--- src/inc/flic_pkg.sv ---
// shared constants for the four level interrupt controller
package flic_pkg;
    localparam int NUM_SRC = 14;
    localparam int GRP_CNT = 7;
    localparam int IDX_W = 4;
    localparam int LVL_W = 2;
    localparam int NUM_LVL = 4;
    localparam logic [LVL_W-1:0] LVL_TOP = 2'h3;
    localparam int GATE_BIT = 7;
    // source indices, also the same-level polling rank (lowest wins)
    localparam int SRC_EXT0 = 0;
    localparam int SRC_TMR0 = 1;
    localparam int SRC_EXT1 = 2;
    localparam int SRC_TMR1 = 3;
    localparam int SRC_SERBOTH = 4;
    localparam int SRC_BROWN = 5;
    localparam int SRC_KEYB = 6;
    localparam int SRC_CMP = 7;
    localparam int SRC_WDRTC = 8;
    localparam int SRC_I2C = 9;
    localparam int SRC_SPI = 10;
    localparam int SRC_ADC = 11;
    localparam int SRC_SERRX = 12;
    localparam int SRC_SERTX = 13;
    localparam logic [1:0] EXT_RST = 2'h0;
    localparam logic [1:0] PIN_RST = 2'h3;
    localparam logic [NUM_LVL-1:0] SVC_RST = 4'h0;
    localparam logic [IDX_W-1:0] IDX_RST = 4'h0;
    localparam logic [LVL_W-1:0] LVL_RST = 2'h0;
    typedef enum logic [1:0] {
        ST_WAIT = 2'b01,
        ST_PRESENT = 2'b10
    } flic_state_t;
endpackage

--- src/rtl/flic_core.sv ---
// four level interrupt controller: enables, priority, nesting, external inputs, wake
`timescale 1ns/1ns
`default_nettype none

// Function
// - four priority levels, any source any level
// - thirteen sources with two external inputs
// - thirteen sources: one external input plus SPI
// - per-source enable bit blocks its request
// - cleared global gate blocks every request
// - level from low/high priority register pairs
// - preempt only by strictly higher level
// - top-level routine is never preempted
// - higher pending level wins at boundary
// - polling order breaks same-level ties only
// - per-input edge or level type select
// - high then low sample sets request flag
// - enabled external interrupt wakes power-down, idle
// - any enabled request exits idle
module flic_core
(
    input wire logic core_clk,
    input wire logic reset_n,
    input wire logic spiVariant,
    input wire logic [7:0] irqEnableRegA,
    input wire logic [6:0] irqEnableRegB,
    input wire logic [6:0] prioLowRegA,
    input wire logic [6:0] prioHighRegA,
    input wire logic [6:0] prioLowRegB,
    input wire logic [6:0] prioHighRegB,
    input wire logic extIn0TypeSel,
    input wire logic extIn1TypeSel,
    input wire logic [1:0] extIrqPin,
    input wire logic [13:0] periphReq,
    input wire logic instrBoundary,
    input wire logic vectorAck,
    input wire logic serviceReturn,
    output logic irqReq,
    output logic [3:0] irqIndex,
    output logic [1:0] irqLevel,
    output logic [1:0] extRequestFlag,
    output logic [3:0] inService,
    output logic wakeIdle,
    output logic wakePowerDown
);
    localparam int N = flic_pkg::NUM_SRC;

    // ----------------------------------------------------------------
    // external inputs
    // ----------------------------------------------------------------
    logic [1:0] pinNow_q;
    logic [1:0] pinPrev_q;
    logic [1:0] edgeFlag_q;
    logic [1:0] typeSel;
    logic [1:0] fallSeen;
    logic [1:0] extReq;
    logic [1:0] extClr;
    logic [1:0] extPresent;

    assign typeSel = {extIn1TypeSel, extIn0TypeSel};
    assign fallSeen = pinPrev_q & ~pinNow_q;

    always_ff @(posedge core_clk or negedge reset_n)
    begin
        if (!reset_n)
        begin
            pinNow_q <= flic_pkg::PIN_RST;
            pinPrev_q <= flic_pkg::PIN_RST;
        end
        else
        begin
            pinNow_q <= extIrqPin;
            pinPrev_q <= pinNow_q;
        end
    end

    // ----------------------------------------------------------------
    // per-source pending, enable and level
    // ----------------------------------------------------------------
    logic [N-1:0] srcEnable;
    logic [N-1:0] srcPresent;
    logic [N-1:0] rawReq;
    logic [N-1:0] pending;
    logic [flic_pkg::LVL_W-1:0] srcLevel [N];
    logic globalGate;

    assign globalGate = irqEnableRegA[flic_pkg::GATE_BIT];
    assign extPresent = {~spiVariant, 1'b1};

    genvar gi;
    generate
        for (gi = 0; gi < 2; gi++)
        begin : g_ext
            localparam int SI = (gi == 0) ? flic_pkg::SRC_EXT0 : flic_pkg::SRC_EXT1;
            assign extClr[gi] = vectorAck && (irqIndex == SI[flic_pkg::IDX_W-1:0]);
            // edge flag: a new falling edge wins over the vector clear
            always_ff @(posedge core_clk or negedge reset_n)
            begin
                if (!reset_n)
                    edgeFlag_q[gi] <= flic_pkg::EXT_RST[gi];
                else if (!typeSel[gi])
                    edgeFlag_q[gi] <= 1'b0;
                else if (fallSeen[gi])
                    edgeFlag_q[gi] <= 1'b1;
                else if (extClr[gi])
                    edgeFlag_q[gi] <= 1'b0;
            end
            assign extReq[gi] = extPresent[gi] && (typeSel[gi] ? edgeFlag_q[gi] : ~pinNow_q[gi]);
        end
        for (gi = 0; gi < N; gi++)
        begin : g_src
            if (gi < flic_pkg::GRP_CNT)
            begin : g_a
                assign srcEnable[gi] = irqEnableRegA[gi];
                assign srcLevel[gi] = {prioHighRegA[gi], prioLowRegA[gi]};
            end
            else
            begin : g_b
                assign srcEnable[gi] = irqEnableRegB[gi-flic_pkg::GRP_CNT];
                assign srcLevel[gi] = {prioHighRegB[gi-flic_pkg::GRP_CNT],
                    prioLowRegB[gi-flic_pkg::GRP_CNT]};
            end
            if (gi == flic_pkg::SRC_EXT0)
            begin : g_e0
                assign rawReq[gi] = extReq[0];
                assign srcPresent[gi] = 1'b1;
            end
            else if (gi == flic_pkg::SRC_EXT1)
            begin : g_e1
                assign rawReq[gi] = extReq[1];
                assign srcPresent[gi] = ~spiVariant;
            end
            else if (gi == flic_pkg::SRC_SPI)
            begin : g_spi
                assign rawReq[gi] = periphReq[gi];
                assign srcPresent[gi] = spiVariant;
            end
            else
            begin : g_per
                assign rawReq[gi] = periphReq[gi];
                assign srcPresent[gi] = 1'b1;
            end
            assign pending[gi] = rawReq[gi] && srcEnable[gi] && srcPresent[gi] && globalGate;
        end
    endgenerate

    assign extRequestFlag = edgeFlag_q;

    // ----------------------------------------------------------------
    // arbitration
    // ----------------------------------------------------------------
    logic bestValid;
    logic [flic_pkg::IDX_W-1:0] bestIdx;
    logic [flic_pkg::LVL_W-1:0] bestLvl;
    logic [flic_pkg::NUM_LVL-1:0] svc_q;
    logic svcAny;
    logic [flic_pkg::LVL_W-1:0] svcLvl;
    logic mayPreempt;

    always_comb
    begin
        bestValid = 1'b0;
        bestIdx = flic_pkg::IDX_RST;
        bestLvl = flic_pkg::LVL_RST;
        // descending scan, >= keeps the lowest index among equals
        for (int i = N - 1; i >= 0; i--)
        begin
            if (pending[i] && (!bestValid || srcLevel[i] >= bestLvl))
            begin
                bestValid = 1'b1;
                bestIdx = i[flic_pkg::IDX_W-1:0];
                bestLvl = srcLevel[i];
            end
        end
    end

    always_comb
    begin
        svcAny = 1'b0;
        svcLvl = flic_pkg::LVL_RST;
        for (int l = 0; l < flic_pkg::NUM_LVL; l++)
        begin
            if (svc_q[l])
            begin
                svcAny = 1'b1;
                svcLvl = l[flic_pkg::LVL_W-1:0];
            end
        end
    end

    assign mayPreempt = bestValid && (!svcAny || bestLvl > svcLvl);

    // ----------------------------------------------------------------
    // presentation to the core
    // ----------------------------------------------------------------
    flic_pkg::flic_state_t state_q;

    always_ff @(posedge core_clk or negedge reset_n)
    begin
        if (!reset_n)
            state_q <= flic_pkg::ST_WAIT;
        else
        begin
            unique case (state_q)
                flic_pkg::ST_WAIT:
                    if (instrBoundary && mayPreempt)
                        state_q <= flic_pkg::ST_PRESENT;
                flic_pkg::ST_PRESENT:
                    if (vectorAck)
                        state_q <= flic_pkg::ST_WAIT;
                default:
                    state_q <= flic_pkg::ST_WAIT;
            endcase
        end
    end

    always_ff @(posedge core_clk or negedge reset_n)
    begin
        if (!reset_n)
        begin
            irqIndex <= flic_pkg::IDX_RST;
            irqLevel <= flic_pkg::LVL_RST;
        end
        else if (state_q == flic_pkg::ST_WAIT && instrBoundary && mayPreempt)
        begin
            irqIndex <= bestIdx;
            irqLevel <= bestLvl;
        end
    end

    assign irqReq = (state_q == flic_pkg::ST_PRESENT);

    // in-service levels: ack marks the level, return clears the top one
    always_ff @(posedge core_clk or negedge reset_n)
    begin
        if (!reset_n)
            svc_q <= flic_pkg::SVC_RST;
        else
        begin
            for (int l = 0; l < flic_pkg::NUM_LVL; l++)
            begin
                if (irqReq && vectorAck && irqLevel == l[flic_pkg::LVL_W-1:0])
                    svc_q[l] <= 1'b1;
                else if (serviceReturn && svcAny && svcLvl == l[flic_pkg::LVL_W-1:0])
                    svc_q[l] <= 1'b0;
            end
        end
    end

    assign inService = svc_q;

    // ----------------------------------------------------------------
    // wake-up
    // ----------------------------------------------------------------
    always_ff @(posedge core_clk or negedge reset_n)
    begin
        if (!reset_n)
        begin
            wakeIdle <= 1'b0;
            wakePowerDown <= 1'b0;
        end
        else
        begin
            wakeIdle <= |pending;
            wakePowerDown <= pending[flic_pkg::SRC_EXT0] || pending[flic_pkg::SRC_EXT1];
        end
    end

    // ----------------------------------------------------------------
    // checks
    // ----------------------------------------------------------------
    AST_EDGE_SETS: assert property (@(posedge core_clk) disable iff (!reset_n)
        (typeSel[0] && pinPrev_q[0] && !pinNow_q[0]) |=> edgeFlag_q[0])
        else $error("falling edge did not set flag");
    AST_LEVEL_FOLLOWS: assert property (@(posedge core_clk) disable iff (!reset_n)
        !typeSel[0] |-> (extReq[0] == !pinNow_q[0]))
        else $error("level request not following pin");
    AST_GATE_BLOCKS: assert property (@(posedge core_clk) disable iff (!reset_n)
        !globalGate |-> (pending == '0) && !mayPreempt)
        else $error("request passed closed global gate");
    AST_ENABLE_BLOCKS: assert property (@(posedge core_clk) disable iff (!reset_n)
        ((pending & ~srcEnable) == '0))
        else $error("disabled source pending");
    AST_TOP_NO_PREEMPT: assert property (@(posedge core_clk) disable iff (!reset_n)
        svc_q[3] |-> !mayPreempt)
        else $error("top level routine preempted");
    AST_STRICT_HIGHER: assert property (@(posedge core_clk) disable iff (!reset_n)
        (state_q == flic_pkg::ST_WAIT && instrBoundary && svcAny) ##1 irqReq |-> irqLevel > $past(svcLvl))
        else $error("preempt by equal or lower level");
    AST_WINNER_LEVEL: assert property (@(posedge core_clk) disable iff (!reset_n)
        bestValid |-> (srcLevel[bestIdx] == bestLvl) && pending[bestIdx])
        else $error("winner level mismatch");
    AST_TIE_LOWEST: assert property (@(posedge core_clk) disable iff (!reset_n)
        (bestValid && bestIdx != flic_pkg::IDX_RST) |-> !(pending[0] && srcLevel[0] >= bestLvl))
        else $error("lower index same level lost");
    AST_SPI_VARIANT: assert property (@(posedge core_clk) disable iff (!reset_n)
        spiVariant |-> !pending[flic_pkg::SRC_EXT1])
        else $error("second external input active in spi variant");
    AST_WAKE_IDLE: assert property (@(posedge core_clk) disable iff (!reset_n)
        (|pending) |=> wakeIdle)
        else $error("idle wake missed");
endmodule

`default_nettype wire

--- config.mk ---
export PLATFORM = sky130hd
export DESIGN_NAME = flic_core
export DESIGN_NICKNAME = d
export VERILOG_FILES = /design/src/inc/flic_pkg.sv /design/src/rtl/flic_core.sv
export SDC_FILE = /design/constraint.sdc
export NUM_CORES = 1
export LEC_CHECK = 0
export BUFFER_PORTS_ARGS = -buffer_cell sky130_fd_sc_hd__buf_2
export CAP_MARGIN = 20
export CORE_ASPECT_RATIO = 0.75
export CORE_MARGIN = 10
export CORE_UTILIZATION = 46
export DETAILED_ROUTE_END_ITERATION = 6
export GPL_ROUTABILITY_DRIVEN = 0
export PLACE_DENSITY = 0.74
export SLEW_MARGIN = 20
export SYNTH_ARGS = -nofsm -noshare
export SYNTH_HDL_FRONTEND = slang
export SYNTH_SLANG_ARGS = --single-unit
--- constraint.sdc ---
create_clock -name core_clk -period 15.7 [get_ports core_clk]
set_clock_uncertainty 0.05 [all_clocks]
set_input_delay 0.785 -clock core_clk [delete_from_list [all_inputs] [get_ports core_clk]]
set_output_delay 0.785 -clock core_clk [all_outputs]
set_load 0.05 [all_outputs]
---- Word-level counts from Yosys, hierarchy flattened ----
Cells that the tools add are included.
word-level totals
  output and inout port bits .............. 15
  register bits ........................... 20
  input port bits ......................... 67
cells by class
  magnitude comparators ................... 14
  bitwise logic cells ..................... 5
  reductions and logical operators ........ 98
  mux-type cells .......................... 68
  equal/unequal tests ..................... 13
operator list
  kind                                                    count
  logical AND 1 bit                                       60
  2-to-1 mux 4 bit                                        14
  2-to-1 mux 2 bit                                        18
  2-to-1 mux 1 bit                                        35
  >= comparator 2 bit                                     13
  logical OR 1 bit                                        15
  logical NOT 1 bit                                       14
  OR reduction 14 bit                                     1
  == test 2 bit (second input constant)                   5
  nonzero test 2 bit                                      4
  == test 2 x 1 -> 1 bit (second input constant)          3
  inequality test 3 x 1 -> 1 bit (second input constant)  2
  == test 4 x 2 -> 1 bit (second input constant)          1
  logical NOT 2 bit                                       2
  logical NOT 4 bit                                       1
  inequality test 2 bit (second input constant)           2
  one-hot mux 2 bit (2 select lines)                      1
  inverter 1 bit                                          3
  AND 2 bit                                               1
  greater-than comparator 2 bit                           1
  inverter 2 bit                                          1
  AND reduction 2 bit                                     1

---- Longest topological paths before layout ----
  depth after elaboration ................. 61
  gate-level depth with buffers ........... 91
  gate-level depth less buffers ........... 89

---- Least setup slack after synthesis ----
No wires, ideal clock.
  kind .................................... in2reg
  start point ............................. input port irqEnableRegA[7]
  end point ............................... register irqIndex[2]
  required time ........................... 15528 ps
  buffers on the path ..................... 2
  stages on the path ...................... 89
  slack ................................... -1785 ps
  arrival time ............................ 17314 ps
  path through ............................ clkbuf_1 -> clkbuf_1 -> nand3_1 -> nor2_1 -> ha_1 -> nand2b_1 -> a211oi_1 -> o22ai_1 -> and2_1 -> ha_1 -> nand2b_1 -> a211oi_1 -> nor3_1 -> a22o_1 -> ha_1 -> nand2b_1 -> a211o_1 -> and2_2 -> [53 not listed] -> nand2b_1 -> a21oi_1 -> a21o_1 -> inv_1 -> a2111o_1 -> nand2_1 -> ha_1 -> nand2b_1 -> a21oi_1 -> a21o_1 -> mux2_2 -> ha_1 -> nor2b_1 -> o21ai_0 -> a211o_1 -> inv_1 -> and3_1 -> a32o_1
on the way
  word-level cells in the longest chain between the ends .. 58
  elaborated cells on any way between the ends .. 112
ends and longest elaborated chain
  item                                                      line              source
  from (decl)                                               flic_core.sv:25   input wire logic [7:0] irqEnableRegA,
  logical AND 1 bit                                         flic_core.sv:143  assign pending[gi] = rawReq[gi] && srcEnable[gi] && srcPresent[gi] && globalGate;
  2-to-1 mux 2 bit or 2-to-1 mux 1 bit (tied branches)      flic_core.sv:168  if (pending[i] && (!bestValid || srcLevel[i] >= bestLvl))
  >= comparator 2 bit or logical NOT 1 bit (tied branches)  flic_core.sv:168
  logical OR 1 bit                                          flic_core.sv:168
  logical AND 1 bit                                         flic_core.sv:168
  2-to-1 mux 2 bit or 2-to-1 mux 1 bit (tied branches)      flic_core.sv:168
  >= comparator 2 bit or logical NOT 1 bit (tied branches)  flic_core.sv:168
  logical OR 1 bit                                          flic_core.sv:168
  [43 not listed]                                           -
  logical OR 1 bit                                          flic_core.sv:168
  logical AND 1 bit                                         flic_core.sv:168
  2-to-1 mux 2 bit *                                        flic_core.sv:168
  via bestLvl, one bit                                      flic_core.sv:154  logic [flic_pkg::LVL_W-1:0] bestLvl;
  greater-than comparator 2 bit *                           flic_core.sv:191  assign mayPreempt = bestValid && (!svcAny || bestLvl > svcLvl);
  logical OR 1 bit *                                        flic_core.sv:191
  logical AND 1 bit *                                       flic_core.sv:191
  logical AND 1 bit *                                       flic_core.sv:224  else if (state_q == flic_pkg::ST_WAIT && instrBoundary && mayPreempt)
  to (signal assigned)                                      flic_core.sv:221  irqIndex <= flic_pkg::IDX_RST;
  to (signal assigned)                                      flic_core.sv:226  irqIndex <= bestIdx;
  to (decl)                                                 flic_core.sv:39   output logic [3:0] irqIndex,
Mark *: on every way through the listed nets, which the timed path passes. The rest lies on a longest branch.
A chain may end at the register's enable or synchronous reset.

---- Worst setup path in the final report ----
  start point ............................. input port periphReq[13]
  end point ............................... register irqLevel[0]
on the way
  word-level cells in the longest chain between the ends .. 59
  elaborated cells on any way between the ends .. 86
ends and longest elaborated chain
  item                                                      line              source
  from (decl)                                               flic_core.sv:34   input wire logic [13:0] periphReq,
  logical AND 1 bit * (2 in series)                         flic_core.sv:143
  2-to-1 mux 2 bit or 2-to-1 mux 1 bit (tied branches)      flic_core.sv:168
  >= comparator 2 bit or logical NOT 1 bit (tied branches)  flic_core.sv:168
  logical OR 1 bit                                          flic_core.sv:168
  logical AND 1 bit                                         flic_core.sv:168
  2-to-1 mux 2 bit or 2-to-1 mux 1 bit (tied branches)      flic_core.sv:168
  >= comparator 2 bit or logical NOT 1 bit (tied branches)  flic_core.sv:168
  logical OR 1 bit                                          flic_core.sv:168
  [43 not listed]                                           -
  logical OR 1 bit                                          flic_core.sv:168
  logical AND 1 bit                                         flic_core.sv:168
  2-to-1 mux 2 bit *                                        flic_core.sv:168
  via bestLvl, one bit                                      flic_core.sv:154
  greater-than comparator 2 bit *                           flic_core.sv:191
  logical OR 1 bit *                                        flic_core.sv:191
  logical AND 1 bit *                                       flic_core.sv:191
  logical AND 1 bit *                                       flic_core.sv:224
  to (signal assigned)                                      flic_core.sv:222  irqLevel <= flic_pkg::LVL_RST;
  to (signal assigned)                                      flic_core.sv:227  irqLevel <= bestLvl;
  to (decl)                                                 flic_core.sv:40   output logic [1:0] irqLevel,
Marks and branches as above.

==> summary.md <==
| Metric | Value |
|---|---|
| Outcome | `finished with violations` |
| Failing checks | `setup timing` |
| Via count | `2929` |
| RSZ-0062 raised after global routing | `yes` |
| Worst Tran Pin Value | `0.606 ns` |
| DRT iter0 DRCs | `138` |
| Hold Slack | `0.320 ns` |
| Final slew viol count | `0` |
| Final hold vios | `0` |
| Fin crit period | `16.23 ns` |
| DP HPWL | `6.31 mm` |
| Grt total ovfl | `0` |
| Reg clk slew, reported paths | `0.07 ns` |
| CTS Root Cell | `clkbuf_8` |
| Part of the cycle the worst path needs | `1.03` |
| Die Span X | `102 µm` |
| Crit path max fanout | `4` |
| Ys Warns | `0` |
| R2r endpoint | `irqLevel[0]` |
| Number of hold buffers added after CTS | `0` |
| Final ANT Viol Nets | `0` |
| Diodes inserted | `0` |
| Max-slew headroom | `0.596` |
| Reg area | `507 µm²` |
| CTS tree | `yes` |
| Most common cell after layout, fill and taps aside | `buf_4` |
| Fraction of registers with async set/reset | `1.00` |
| Core Area | `4900 µm²` |
| Placed insts | `481` |
| Mapped Cells | `289` |
| Clock Power Share | `0.115` |
| Drt drc | `0` |
| Sequential area share after synthesis | `0.218` |
| Row cnt | `22` |
| Syn_nets | `379` |
| Number of global-route vias before repair | `2742` |
| FF-to-FF setup slack | `10.54 ns` |
| Io pins | `82` |
| Multi-input logic area | `2210 µm²` |
| Pin count of the biggest net entering global routing | `23` |
| Die Height | `81.5 µm` |
| Register bit total from synthesis | `20` |
| Max Cap Viol | `0` |
| Commonest non-fill, non-tap cells in the layout | `79 x buf_4, 76 x buf_2, 29 x inv_1, 22 x nand2_1, 17 x nand3_1` |
| Pint | `169 µW` |
| CTS Sinks | `20` |
| Post-route setup slack | `-0.529 ns` |
| Synth Area per Inst | `8.04 µm²` |
| Sw Ratio | `0.441` |
| Total power | `302 µW` |
| P_leak | `0.00199 µW` |
| CP max stage cell | `or3b_4` |
| CP arrival | `16.33 ns` |
| Max H-tree Level | `1` |
| Clock Latency Late Sink | `0.26 ns` |
| First-pass GRT wire length | `12.6 mm` |
| Fill cell count | `307` |
| Peak VDD IR | `0.0434 mV` |
| Setup Viol. Count Final | `8` |
| Nets | `545` |
| Synth Cell Area | `2320 µm²` |
| Die footprint | `8320 µm²` |
| Post-synth EDFFs | `0` |
| Port bufs | `79` |
| Combinational share of power | `0.641` |
| Fmax | `61.6 MHz` |
| Hold Path Class | `flip-flop to flip-flop` |
| Num CTS Buffers | `3` |
| DR WL/cell | `16.8 µm` |
| Hold path depth | `0` |
| Antenna violations before repair | `0` |
| Most used DFF post-synth | `dfrtp_1` |
| Syn-to-layout area delta | `73.2%` |
| Share of cells above drive strength 1 | `0.557` |
| Starting density of the core | `0.474` |
| CP peak stage delay | `0.40 ns` |
| DR pass1 iterations | `5` |
| Yosys cell types | `61` |
| Min-Delay Startpoint | `pinNow_q[0]` |
| Setup crit end kind | `flip-flop` |
| Critical Path RT | `15.80 ns` |
| Most common cell on crit path | `nand2b_4` |
| Routed vias/inst | `5.70` |
| Tot GR Track Use | `0.182` |
| Hold EP | `pinPrev_q[0]` |
| Routed WL | `8.63 mm` |
| Psw | `133 µW` |
| Startpoint types | `input pin` |
| Power density cells | `75.0 nW/µm²` |
| CP Class | `input pin to flip-flop` |
| Sequential share of power | `0.244` |
| Max clock buf depth | `2` |
| Worst r2r path cells | `23` |
| Worst R2R Start | `pinNow_q[1]` |
| Final instance count without filler cells | `514` |
-- critical path, delay by kind of cell --
kind | cells | cell delay [ns]
compound gates | 36 | 5.93
fa+ha+maj | 14 | 3.53
buf+inv | 8 | 0.82
mux | 4 | 1.21
simple gates | 29 | 4.06
-- worst max-delay path by stage --
stage | from | end | slack [ns] | depth (start not counted)
global route | irqEnableRegB[6] | irqLevel[0] | -1.19 | 94
CTS | periphReq[13] | irqLevel[0] | -0.30 | 90
floorplan | irqEnableRegA[7] | irqLevel[0] | -0.55 | 89
finish | periphReq[13] | irqLevel[0] | -0.53 | 91
detailed placement | irqEnableRegA[7] | irqLevel[0] | -0.81 | 90
global placement | irqEnableRegA[7] | irqLevel[0] | -0.47 | 88
-- kinds of logic after synthesis --
family,synth area share
flip-flops,0.218
AO/OA/AOI/OAI,0.306
AND/OR/NAND/NOR,0.255
multiplexers,0.0431
adder cells (fa/ha/maj),0.124
buffers and inverters,0.0533
-- power groups by stage --
| stage | registers (µW) | logic [µW] | clock network, µW |
|---|---|---|---|
| 2_1_floorplan | 104 | 81.4 | 0 |
| 3_3_place_gp | 73.7 | 162 | 0 |
| 3_5_place_dp | 73.9 | 167 | 0 |
| 4_1_cts | 73.1 | 178 | 35.1 |
| 5_1_grt | 75.0 | 207 | 38.0 |
| 6_report | 73.5 | 193 | 34.7 |
-- final cells by class --
type,instances,area share
clock buffer,4,0.0112
tap,60,0.0187
timing repair buffer,163,0.266
sequential,20,0.126
inverter,31,0.0289
multi-input combinational,236,0.549
-- state kept, by name (all words and copies together), names as in the netlist --
name / flops
irqLevel: 2
extRequestFlag: 2
wakePowerDown: 1
pinPrev_q: 2
pinNow_q: 2
irqIndex: 4
wakeIdle: 1
inService: 4
state_q: 2
-- per-stage QoR --
step / utilization / setup WS [ns] / instance area [µm²] / TNS, ns
4_1_cts: 0.763 / -0.300 / 3740 / -1.77
2_1_floorplan: - / -0.552 / 2640 / -2.96
3_3_place_gp: 0.712 / -0.474 / 3490 / -2.78
5_1_grt: 0.821 / -1.19 / 4020 / -8.43
6_report: 0.821 / -0.529 / 4020 / -3.24
3_5_place_dp: 0.712 / -0.807 / 3490 / -5.49
-- cells in the mapped netlist (2+ instances only) --
master / n / area (µm²)
dfrtp_1: 15 / 375
and3_1: 6 / 37.5
dfstp_2: 5 / 131
nand2b_1: 14 / 87.6
ha_1: 23 / 288
a211oi_1: 4 / 30.0
nand3_1: 19 / 95.1
o21a_1: 5 / 37.5
and2_1: 5 / 31.3
or2_2: 2 / 12.5
a32o_1: 2 / 20.0
a21oi_1: 12 / 60.1
nand4_1: 4 / 25.0
a21o_1: 5 / 37.5
a2111o_1: 2 / 22.5
mux2_2: 4 / 45.0
a21boi_0: 4 / 30.0
inv_1: 31 / 116
o22ai_1: 2 / 12.5
a21oi_2: 2 / 17.5
nand2_1: 25 / 93.8
o211a_1: 2 / 20.0
nor3_1: 8 / 40.0
a211o_1: 2 / 17.5
a221oi_1: 2 / 17.5
mux2i_1: 4 / 40.0
nand3b_1: 2 / 15.0
a31oi_1: 3 / 18.8
nor2b_1: 5 / 31.3
a22oi_1: 2 / 15.0
a22o_1: 2 / 17.5
nor2_1: 17 / 63.8
o2111ai_1: 2 / 17.5
o211ai_1: 2 / 15.0
o31ai_1: 2 / 15.0
clkbuf_1: 2 / 7.51
o21ai_0: 17 / 85.1
-- routing by layer --
layer  GRT usage  wire [µm]  vias up
li1            -          -     1409
met4      0.0323        138        0
met5           0          0        -
met2       0.298       4070      120
met1       0.245       3720     1385
met3      0.0369        695       15
-- timing repair --
action | CTS | global route
gates resized for setup | 19 | 35
setup buffers | 18 | 16
setup endpoints to repair | 8 | 8
pin swaps | 36 | 43
No activity file was read; power rests on OpenSTA's default activity.
